<file path="src/flash_protect_params.svh">
// Constants shared by both ends of the serial flash protection link.
//
// Operation
// - Chip select low means selected, active power.
// - Stay active until internal cycle ends.
// - Power-up delay blocks all modifying instructions.
// - Modifying instruction needs clock count multiple eight.
// - Modifying instruction needs write enable latch set.
// - Latch clears at reset and command completion.
// - Protect bits make upper region read only.
// - Write protect low locks protect bits (here only while lock bit 7 is also set).
// - Codes 000 to 011 protect 0/2/4/8 sectors.
// - Codes 100 to 111 protect 16/32/64/128.
// - Bulk erase only with protect bits zero.
// - Hold pauses link, never aborts internal cycle.
// - Master selects device before asserting hold.
// - Pause starts at hold fall with clock low.
// - Pause ends at hold rise with clock low.
// - Paused device ignores inputs, output floats.
// - Master keeps select low through pause.
// - Deselect during pause resets interface logic.
// - Master releases hold before selecting again.
// - Device keeps status register of status bits.
// - Sample input on rise, drive on fall.
// - Deselected device keeps output floating.
// - Busy status bit set through internal cycles.
`ifndef FLASH_PROTECT_PARAMS_SVH
`define FLASH_PROTECT_PARAMS_SVH

`define SYS_CLK_PERIOD_NS 50
`define LINK_CLK_PERIOD_NS 400
`define POWERUP_WRITE_DELAY_US 10
`define POWERUP_WRITE_DELAY_CYCLES \
  ((`POWERUP_WRITE_DELAY_US * 1000 + `SYS_CLK_PERIOD_NS - 1) / `SYS_CLK_PERIOD_NS)
`define SCLK_HALF_CYCLES (`LINK_CLK_PERIOD_NS / 2 / `SYS_CLK_PERIOD_NS)

`define OPC_WRITE_ENABLE 8'h06
`define OPC_WRITE_DISABLE 8'h04
`define OPC_STATUS_READ 8'h05
`define OPC_STATUS_WRITE 8'h01
`define OPC_PAGE_PROGRAM 8'h02
`define OPC_SECTOR_ERASE 8'hd8
`define OPC_BULK_ERASE 8'hc7

`define LEN_WRITE_ENABLE 1
`define LEN_PAGE_PROGRAM_MIN 5
`define LEN_SECTOR_ERASE 4
`define LEN_BULK_ERASE 1
`define LEN_STATUS_WRITE 2
`define LEN_ADDR_LAST 3

`define ST_BIT_BUSY 0
`define ST_BIT_LATCH 1
`define ST_PROT_LSB 2
`define ST_PROT_MSB 4
`define ST_BIT_LOCK 7

`define SECTOR_COUNT 128
`define ADDR_SECTOR_MSB 22
`define ADDR_SECTOR_LSB 16

`define PIN_CS 0
`define PIN_SCLK 1
`define PIN_MOSI 2
`define PIN_HOLD 3
`define PIN_WP 4
`define PIN_IDLE 5'h19

`define REG_CTRL 8'h00
`define REG_DATA 8'h04
`define REG_STATUS 8'h08
`define CTRL_SELECT 0
`define CTRL_HOLD 1
`define CTRL_WP_LOW 2
`define CTRL_CPOL 3
`define STAT_BUSY 0
`define XFER_LAST_STEP 5'd16

`endif

</file>
<file path="src/flash_protect_pkg.sv">
// Types shared by both ends of the serial flash protection link.
package flash_protect_pkg;
  typedef enum logic [1:0] {KIND_PROGRAM, KIND_SECTOR, KIND_BULK, KIND_STATUS} cycle_kind_e;
  typedef enum logic {XFER_IDLE, XFER_RUN} xfer_state_e;
  typedef logic [7:0]  byte_t;
  typedef logic [23:0] flash_addr_t;
endpackage

</file>
<file path="src/spi_flash_if.sv">
// Serial flash link between a bus master and the flash device.
`timescale 1ns/1ps
interface spi_flash_if;
  logic cs_n;
  logic sclk;
  logic mosi;
  logic hold_n;
  logic wp_n;
  logic miso;
  logic miso_oe;

  modport flash (
    input  cs_n,
    input  sclk,
    input  mosi,
    input  hold_n,
    input  wp_n,
    output miso,
    output miso_oe
  );

  modport master (
    output cs_n,
    output sclk,
    output mosi,
    output hold_n,
    output wp_n,
    input  miso,
    input  miso_oe
  );
endinterface

</file>
<file path="src/serial_flash_protect_hold.sv">
// Flash device end: power state, write latch, protection and hold pause.
`timescale 1ns/1ps
`include "flash_protect_params.svh"
module serial_flash_protect_hold
  import flash_protect_pkg::*;
#(
  parameter int unsigned POWERUP_CYCLES = `POWERUP_WRITE_DELAY_CYCLES
) (
  input  wire logic  sys_clk,
  input  wire logic  rst_n,
  spi_flash_if.flash spi,
  input  wire logic  cycle_done,
  output logic       cycle_start,
  output cycle_kind_e cycle_kind,
  output flash_addr_t cycle_addr,
  output logic       active_power,
  output logic       write_in_progress,
  output logic       write_enable_latch,
  output logic [2:0] protect_level,
  output logic       status_write_disable,
  output logic       software_protection_state,
  output logic       hardware_protection_state,
  output logic       paused
);

  // ****************************************************************
  // Pin synchronisers and edge detection
  // ****************************************************************
  logic [4:0] pins;
  logic [4:0] meta_q;
  logic [4:0] sync_q;
  logic [4:0] prev_q;

  assign pins = {spi.wp_n, spi.hold_n, spi.mosi, spi.sclk, spi.cs_n};

  always_ff @(posedge sys_clk or negedge rst_n) begin
    if (!rst_n) begin
      meta_q <= `PIN_IDLE;
      sync_q <= `PIN_IDLE;
      prev_q <= `PIN_IDLE;
    end else begin
      meta_q <= pins;
      sync_q <= meta_q;
      prev_q <= sync_q;
    end
  end

  wire cs_s      = sync_q[`PIN_CS];
  wire sclk_s    = sync_q[`PIN_SCLK];
  wire mosi_s    = sync_q[`PIN_MOSI];
  wire hold_s    = sync_q[`PIN_HOLD];
  wire wp_s      = sync_q[`PIN_WP];
  wire selected  = ~cs_s;
  wire cs_fall   = prev_q[`PIN_CS] & ~cs_s;
  wire cs_rise   = ~prev_q[`PIN_CS] & cs_s;
  wire sclk_rise = ~prev_q[`PIN_SCLK] & sclk_s;
  wire sclk_fall = prev_q[`PIN_SCLK] & ~sclk_s;
  wire hold_fall = prev_q[`PIN_HOLD] & ~hold_s;

  // ****************************************************************
  // Hold pause
  // ****************************************************************
  // Entry is armed by the falling edge of hold only, so a hold that is
  // still low when the device is selected again cannot pause it.
  logic pend_q;
  logic paused_q;
  logic paused_d;
  logic pend_d;

  wire enter_req = selected & ~hold_s & (pend_q | hold_fall);
  always_comb begin
    if (cs_rise) begin
      paused_d = 1'b0;
    end else if (paused_q) begin
      paused_d = ~(hold_s & ~sclk_s);
    end else begin
      paused_d = enter_req & ~sclk_s;
    end
    pend_d = ~cs_rise & ~paused_d & enter_req;
  end

  always_ff @(posedge sys_clk or negedge rst_n) begin
    if (!rst_n) begin
      paused_q <= 1'b0;
      pend_q   <= 1'b0;
    end else begin
      paused_q <= paused_d;
      pend_q   <= pend_d;
    end
  end

  wire link_on = selected & ~paused_q;
  wire rise_ok = sclk_rise & link_on;
  wire fall_ok = sclk_fall & link_on;

  // ****************************************************************
  // Instruction framing
  // ****************************************************************
  logic [2:0]  bit_cnt_q;
  logic [2:0]  byte_cnt_q;
  byte_t       in_sh_q;
  byte_t       opcode_q;
  byte_t       stat_data_q;
  flash_addr_t addr_q;

  wire byte_t in_full  = {in_sh_q[6:0], mosi_s};
  wire        byte_end = rise_ok & (bit_cnt_q == 3'd7);

  always_ff @(posedge sys_clk or negedge rst_n) begin
    if (!rst_n) begin
      bit_cnt_q  <= '0;
      byte_cnt_q <= '0;
      in_sh_q    <= '0;
      opcode_q   <= '0;
    end else if (cs_fall | cs_rise) begin
      bit_cnt_q  <= '0;
      byte_cnt_q <= '0;
      opcode_q   <= '0;
    end else if (rise_ok) begin
      in_sh_q   <= in_full;
      bit_cnt_q <= 3'(bit_cnt_q + 3'd1);
      if (bit_cnt_q == 3'd7 && byte_cnt_q != 3'd7) begin
        byte_cnt_q <= 3'(byte_cnt_q + 3'd1);
      end
      if (byte_end && byte_cnt_q == 3'd0) begin
        opcode_q <= in_full;
      end
    end
  end

  always_ff @(posedge sys_clk or negedge rst_n) begin
    if (!rst_n) begin
      addr_q      <= '0;
      stat_data_q <= '0;
    end else if (byte_end) begin
      if (byte_cnt_q != 3'd0 && byte_cnt_q <= 3'(`LEN_ADDR_LAST)) begin
        addr_q <= {addr_q[15:0], in_full};
      end
      if (byte_cnt_q == 3'd1) begin
        stat_data_q <= in_full;
      end
    end
  end

  // ****************************************************************
  // Protection checks
  // ****************************************************************
  function automatic logic sector_locked(input logic [2:0] level, input flash_addr_t a);
    logic [7:0] first;
    first = (level == 3'd0) ? 8'(`SECTOR_COUNT)
                            : 8'(8'(`SECTOR_COUNT) - (8'h01 << level));
    return {1'b0, a[`ADDR_SECTOR_MSB:`ADDR_SECTOR_LSB]} >= first;
  endfunction

  logic        busy_q;
  logic        latch_q;
  logic        lock_q;
  logic [2:0]  prot_q;
  logic [15:0] powerup_cnt_q;

  wire powerup_busy = powerup_cnt_q != 16'(POWERUP_CYCLES);
  wire hw_lock      = lock_q & ~wp_s;
  wire end_cmd      = cs_rise & ~paused_q;
  wire aligned      = bit_cnt_q == 3'd0;
  wire write_ready  = aligned & latch_q & ~powerup_busy & ~busy_q;

  wire is_prog  = (opcode_q == `OPC_PAGE_PROGRAM) &
                  (byte_cnt_q >= 3'(`LEN_PAGE_PROGRAM_MIN));
  wire is_erase = (opcode_q == `OPC_SECTOR_ERASE) &
                  (byte_cnt_q == 3'(`LEN_SECTOR_ERASE));
  wire is_bulk  = (opcode_q == `OPC_BULK_ERASE) &
                  (byte_cnt_q == 3'(`LEN_BULK_ERASE));
  wire is_stat  = (opcode_q == `OPC_STATUS_WRITE) &
                  (byte_cnt_q == 3'(`LEN_STATUS_WRITE));
  wire is_write_enable_cmd  = (opcode_q == `OPC_WRITE_ENABLE) &
                  (byte_cnt_q == 3'(`LEN_WRITE_ENABLE)) & aligned;
  wire is_write_disable_cmd  = (opcode_q == `OPC_WRITE_DISABLE) & aligned & ~busy_q;

  wire prog_go  = is_prog & ~sector_locked(prot_q, addr_q);
  wire erase_go = is_erase & ~sector_locked(prot_q, addr_q);
  wire bulk_go  = is_bulk & (prot_q == 3'd0);
  wire stat_go  = is_stat & ~hw_lock;
  wire start    = end_cmd & write_ready & (prog_go | erase_go | bulk_go | stat_go);
  wire finish   = busy_q & cycle_done;

  // ****************************************************************
  // Status bits and internal cycle
  // ****************************************************************
  always_ff @(posedge sys_clk or negedge rst_n) begin
    if (!rst_n) begin
      powerup_cnt_q <= '0;
    end else if (powerup_busy) begin
      powerup_cnt_q <= 16'(powerup_cnt_q + 16'd1);
    end
  end

  always_ff @(posedge sys_clk or negedge rst_n) begin
    if (!rst_n) begin
      latch_q <= 1'b0;
    end else if (end_cmd & is_write_enable_cmd & ~busy_q) begin
      latch_q <= 1'b1;
    end else if ((end_cmd & is_write_disable_cmd) | finish) begin
      latch_q <= 1'b0;
    end
  end

  always_ff @(posedge sys_clk or negedge rst_n) begin
    if (!rst_n) begin
      busy_q <= 1'b0;
    end else if (start) begin
      busy_q <= 1'b1;
    end else if (finish) begin
      busy_q <= 1'b0;
    end
  end

  // Protect bits stay volatile here; keeping them across power cycles is
  // the array's job.
  always_ff @(posedge sys_clk or negedge rst_n) begin
    if (!rst_n) begin
      prot_q <= '0;
      lock_q <= 1'b0;
    end else if (start & is_stat) begin
      prot_q <= stat_data_q[`ST_PROT_MSB:`ST_PROT_LSB];
      lock_q <= stat_data_q[`ST_BIT_LOCK];
    end
  end

  always_ff @(posedge sys_clk or negedge rst_n) begin
    if (!rst_n) begin
      cycle_start <= 1'b0;
      cycle_kind  <= KIND_PROGRAM;
      cycle_addr  <= '0;
    end else begin
      cycle_start <= start;
      if (start) begin
        cycle_addr <= addr_q;
        cycle_kind <= is_prog ? KIND_PROGRAM : is_erase ? KIND_SECTOR :
                      is_bulk ? KIND_BULK : KIND_STATUS;
      end
    end
  end

  byte_t status_byte;
  always_comb begin
    status_byte = '0;
    status_byte[`ST_BIT_BUSY] = busy_q;
    status_byte[`ST_BIT_LATCH] = latch_q;
    status_byte[`ST_PROT_MSB:`ST_PROT_LSB] = prot_q;
    status_byte[`ST_BIT_LOCK] = lock_q;
  end

  // ****************************************************************
  // Status read output
  // ****************************************************************
  // The status byte is reloaded after every eighth bit so that a
  // polling master sees the busy bit fall without a new instruction.
  logic       read_q;
  logic       miso_q;
  byte_t      out_sh_q;
  logic [2:0] out_cnt_q;

  always_ff @(posedge sys_clk or negedge rst_n) begin
    if (!rst_n) begin
      read_q    <= 1'b0;
      miso_q    <= 1'b0;
      out_sh_q  <= '0;
      out_cnt_q <= '0;
    end else if (cs_fall | cs_rise) begin
      read_q <= 1'b0;
    end else if (byte_end && byte_cnt_q == 3'd0 && in_full == `OPC_STATUS_READ) begin
      read_q    <= 1'b1;
      out_sh_q  <= status_byte;
      out_cnt_q <= '0;
    end else if (fall_ok & read_q) begin
      miso_q    <= out_sh_q[7];
      out_sh_q  <= (out_cnt_q == 3'd7) ? status_byte : {out_sh_q[6:0], 1'b0};
      out_cnt_q <= 3'(out_cnt_q + 3'd1);
    end
  end

  assign spi.miso    = miso_q;
  assign spi.miso_oe = link_on & read_q;

  assign active_power              = selected | busy_q;
  assign write_in_progress         = busy_q;
  assign write_enable_latch        = latch_q;
  assign protect_level             = prot_q;
  assign status_write_disable      = lock_q;
  assign software_protection_state = prot_q != 3'd0;
  assign hardware_protection_state = hw_lock;
  assign paused                    = paused_q;

endmodule // serial_flash_protect_hold

</file>
<file path="src/flat_wrapper.sv">
// flat-port wrapper written by rule: the top's interface ports become plain ports
module serial_flash_protect_hold_flat import flash_protect_pkg::*;
#(
  parameter int unsigned POWERUP_CYCLES = `POWERUP_WRITE_DELAY_CYCLES
)
  (sys_clk, rst_n, cycle_done, cycle_start, cycle_kind, cycle_addr, active_power, write_in_progress, write_enable_latch, protect_level, status_write_disable, software_protection_state, hardware_protection_state, paused, spi_cs_n, spi_sclk, spi_mosi, spi_hold_n, spi_wp_n, spi_miso, spi_miso_oe);
  spi_flash_if spi_i ();
  input  wire logic sys_clk;
  input  wire logic rst_n;
  input  wire logic cycle_done;
  output logic cycle_start;
  output cycle_kind_e cycle_kind;
  output flash_addr_t cycle_addr;
  output logic active_power;
  output logic write_in_progress;
  output logic write_enable_latch;
  output logic [2:0] protect_level;
  output logic status_write_disable;
  output logic software_protection_state;
  output logic hardware_protection_state;
  output logic paused;
  input wire logic [$bits(spi_i.cs_n)-1:0] spi_cs_n;
  input wire logic [$bits(spi_i.sclk)-1:0] spi_sclk;
  input wire logic [$bits(spi_i.mosi)-1:0] spi_mosi;
  input wire logic [$bits(spi_i.hold_n)-1:0] spi_hold_n;
  input wire logic [$bits(spi_i.wp_n)-1:0] spi_wp_n;
  output wire logic [$bits(spi_i.miso)-1:0] spi_miso;
  output wire logic [$bits(spi_i.miso_oe)-1:0] spi_miso_oe;
  assign spi_i.cs_n = spi_cs_n;
  assign spi_i.sclk = spi_sclk;
  assign spi_i.mosi = spi_mosi;
  assign spi_i.hold_n = spi_hold_n;
  assign spi_i.wp_n = spi_wp_n;
  assign spi_miso = spi_i.miso;
  assign spi_miso_oe = spi_i.miso_oe;
  serial_flash_protect_hold #(.POWERUP_CYCLES(POWERUP_CYCLES)) u_core (.sys_clk(sys_clk), .rst_n(rst_n), .spi(spi_i), .cycle_done(cycle_done), .cycle_start(cycle_start), .cycle_kind(cycle_kind), .cycle_addr(cycle_addr), .active_power(active_power), .write_in_progress(write_in_progress), .write_enable_latch(write_enable_latch), .protect_level(protect_level), .status_write_disable(status_write_disable), .software_protection_state(software_protection_state), .hardware_protection_state(hardware_protection_state), .paused(paused));
endmodule
</file>
<file path="config.mk">
export PLATFORM = sky130hd
export DESIGN_NAME = serial_flash_protect_hold_flat
export DESIGN_NICKNAME = d
export VERILOG_FILES = /design/src/flash_protect_pkg.sv /design/src/spi_flash_if.sv /design/src/serial_flash_protect_hold.sv /design/src/flat_wrapper.sv
export VERILOG_INCLUDE_DIRS = /design/src
export SDC_FILE = /design/constraint.sdc
export NUM_CORES = 1
export LEC_CHECK = 0
export BUFFER_PORTS_ARGS = -buffer_cell sky130_fd_sc_hd__buf_2
export CORE_ASPECT_RATIO = 1.75
export CORE_UTILIZATION = 59
export CTS_CLUSTER_SIZE = 24
export DETAILED_ROUTE_END_ITERATION = 10
export PLACE_DENSITY = 0.79
export SLEW_MARGIN = 20
export SYNTH_ARGS = -nofsm -noshare
export SYNTH_HDL_FRONTEND = slang
export SYNTH_SLANG_ARGS = --single-unit
</file>
<file path="constraint.sdc">
create_clock -name sys_clk -period 3.5 [get_ports sys_clk]
set_clock_uncertainty 0.1 [all_clocks]
set_input_delay 0.35 -clock sys_clk [delete_from_list [all_inputs] [get_ports sys_clk]]
set_output_delay 0.35 -clock sys_clk [all_outputs]
set_load 0.05 [all_outputs]
</file>
==> flow_summary_export.csv <==
group,metric,value,unit
run_status,status,"finished clean",
clocking,htreeDepth,4,
clocking,cts_tree,"yes",
setup_path,crit_type,"reg2reg",
clocking,numCtsBuffers,17,
sta,tns,0,ns
floorplanning,die_x,75.4,um
logic_synthesis,synth-seq-cells,126,
logic_synthesis,ys_top_cells_by_count,"dfrtp_1, mux2_2, nand2_1, ha_1",
logic_synthesis,ys_async_sr_fraction,100,%
power,p_per_area,504,nW/um^2
logic_synthesis,synth_nets,443,
grt,grt.overflow.total,0,
worst_hold_path,min-delay-start,"cycle_done",
grt,grt_pass1_wl,16.8,mm
clocking,clock-sinks,126,
setup_path,cp_data_arrival_time,3.28,ns
sta,timing.final.crit_share,88.1,%
logic_synthesis,synth.most_common_cell,"dfrtp_1",
logic_synthesis,yosysSeqAreaShare,56.9,%
job,maxCapViolations,0,
logic_synthesis,synthFlopType,"dfrtp_1",
finish,antenna_cells,0,
grt,grt_max_degree,66,
placement,hpwl,7.06,mm
power,p_leak,3.37,nW
logic_synthesis,yosys.area.top_type_share,53.1,%
clocking,cts_setup_buffers,0,
grt,first_global_vias,3422,
route,num_vias,3391,
logic_synthesis,yosysWarnings,0,
setup_path,startpoint,"u_core.protect_level[2]",
logic_synthesis,synthDistinctLibCells,51,
placement,port_buffers,46,
floorplanning,die_h,130,um
finish,layout-drive-gt1-share,33.5,%
floorplanning,core_area,9090,um^2
sta,period_minus_slack,3.08,ns
clocking,cts_buffer_depth,2,
logic_synthesis,yosysTopAreaCell,"dfrtp_1",
route,drt-total-wl,10.3,mm
route,drc,0,
sta,relSlewSlack,30.5,%
logic_synthesis,netlist_area,5560,um^2
logic_synthesis,ys_top_cells_by_area,"dfrtp_1, mux2_2, mux2_4, ha_1, dfstp_2",
route,ant_nets,0,
floorplanning,fp-row-count,46,
clocking,clk_pin_slew,0.06,ns
clocking,cts_resized,0,
power,irDropWorstVdd,0.000383,V
route,wl_per_cell,17.0,um
worst_hold_path,min_path_type,"in2reg",
sta,rsz0062_at_grt,"no",
setup_path,cp.required,3.69,ns
setup_path,endpoint_kind,"flop",
sta,slew_viol_final,0,
sta,fmax,324,MHz
sta,worstMarginPinSlew,1.04,ns
clocking,cts-root-buf,"clkbuf_16",
sta,final-hold-violation-count,0,
placement,gp_congestion,0.824,
floorplanning,dieArea,9830,um^2
logic_synthesis,syn_area_per_cell,13.4,um^2
clocking,worstSkewPairLatency,0.41,ns
grt,antenna_found_initial,0,
floorplanning,pin_count,47,
route,vias_per_cell,5.57,
finish,fin_util,72.0,%
setup_path,timing.rr.start,"u_core.protect_level[2]",
grt,grt_use_total,23.4,%
logic_synthesis,synth_edf_count,0,
finish,syn_to_final_growth,17.8,%
finish,nets,504,
sta,setup_violations,0,
route,drt_iter0_markers,170,
setup_path,critPathLaunchType,"flop",
logic_synthesis,synthCells,415,
setup_path,cp_max_fo,24,
route,dr.pass1.iters,4,
power,p_total,3.30,mW
floorplanning,initial_utilization,61.2,%
-- stage by stage --
| stage | setup WS (ns) | cell area, um^2 | cells | hold slack [ns] |
|---|---|---|---|---|
| floorplan | 0.321 | 5560 | 415 | -0.0456 |
| CTS | 0.457 | 6540 | 609 | 0.0543 |
| global route | 0.312 | 6550 | 609 | 0.0818 |
| finish | 0.416 | 6550 | 609 | 0.0711 |
| detailed placement | 0.473 | 5920 | 571 | 0.238 |
| global placement | 0.669 | 5920 | 571 | 0.234 |
-- path summary, 6_finish.rpt --
check	end	slack, ns	depth (start not counted)
max	u_core.cycle_addr[15]	0.42	9
min	u_core.write_in_progress	0.07	2
max reg2reg	u_core.cycle_addr[15]	0.42	9
min reg2reg	u_core.sync_q[2]	0.25	0
max in group asynchronous	u_core.meta_q[0]	1.99	3
min in group asynchronous	u_core.cycle_addr[9]	0.45	2
-- worst max-delay path, cell delays in order, from the launching register on --
cell and delay (ns):
dfrtp_1 0.48, or3_1 0.53, nand2_1 0.10, ha_1 0.24
a21oi_1 0.17, nor2b_1 0.06, o21ai_0 0.39, a41oi_4 0.21
buf_4 0.31, mux2_4 0.34
-- power by group --
part,switching [mW],internal [mW]
Clock,0.664,0.983
Sequential,0.0495,1.50
Combinational,0.0608,0.0507
-- cells by family after synthesis --
group | synth area share [%]
buffers and inverters | 2.05
muxes | 17.3
AOI/OAI and AO/OA | 4.77
and+or+nand+nor | 11.7
DFF | 56.9
adders and majority gates | 4.50
xor gates and xnor gates | 2.83
-- repair_timing --
action	in CTS	in global routing
hold buffers	6	0
setup endpoints to repair	0	0
endpoints found under the hold margin	62	0
-- placed cells by master, fill, tap and decap left out, types with 5 or more instances in the layout --
master           n
dfrtp_1        118
mux2_2          49
buf_2           45
nand2_1         27
ha_1            20
nor2b_1         18
mux2_4          18
clkbuf_16       17
mux2i_1         14
xnor2_1         14
inv_1           12
nand3_1         11
nor2_1          11
o21ai_0         10
dfstp_2          8
a21oi_1          7
dlygate4sd3_1    6
and4b_1          5
clkinvlp_4       5
-- state kept, by name, summed over array words and instances (netlist names), 2 cells and up --
name,flops
u_core.meta_q,5
u_core.in_sh_q,7
u_core.stat_data_q,4
u_core.cycle_addr,24
u_core.out_cnt_q,3
u_core.protect_level,3
u_core.powerup_cnt_q,16
u_core.opcode_q,8
u_core.sync_q,5
u_core.bit_cnt_q,3
u_core.byte_cnt_q,3
u_core.prev_q,3
u_core.out_sh_q,8
u_core.addr_q,24
u_core.cycle_kind,2
-- area by class of cell --
| class | count | area, um^2 |
|---|---|---|
| Clock buffer | 17 | 425 |
| Clock inverter | 15 | 139 |
| Fill cell | 647 | 2540 |
| Inverter | 12 | 45.0 |
| Multi-Input combinational cell | 263 | 2290 |
| Sequential cell | 126 | 3160 |
| Tap cell | 120 | 150 |
| Timing Repair Buffer | 56 | 335 |
-- per-layer routing --
metal | GRT usage (%) | share of wire, % | wire length, um
met1 | 29.5 | 43 | 4440
met2 | 38.1 | 52 | 5350
met3 | 5.98 | 3.0 | 311
met4 | 9.80 | 2.3 | 240
met5 | 0 | 0 | 0
No activity file was read; power rests on OpenSTA's default activity.
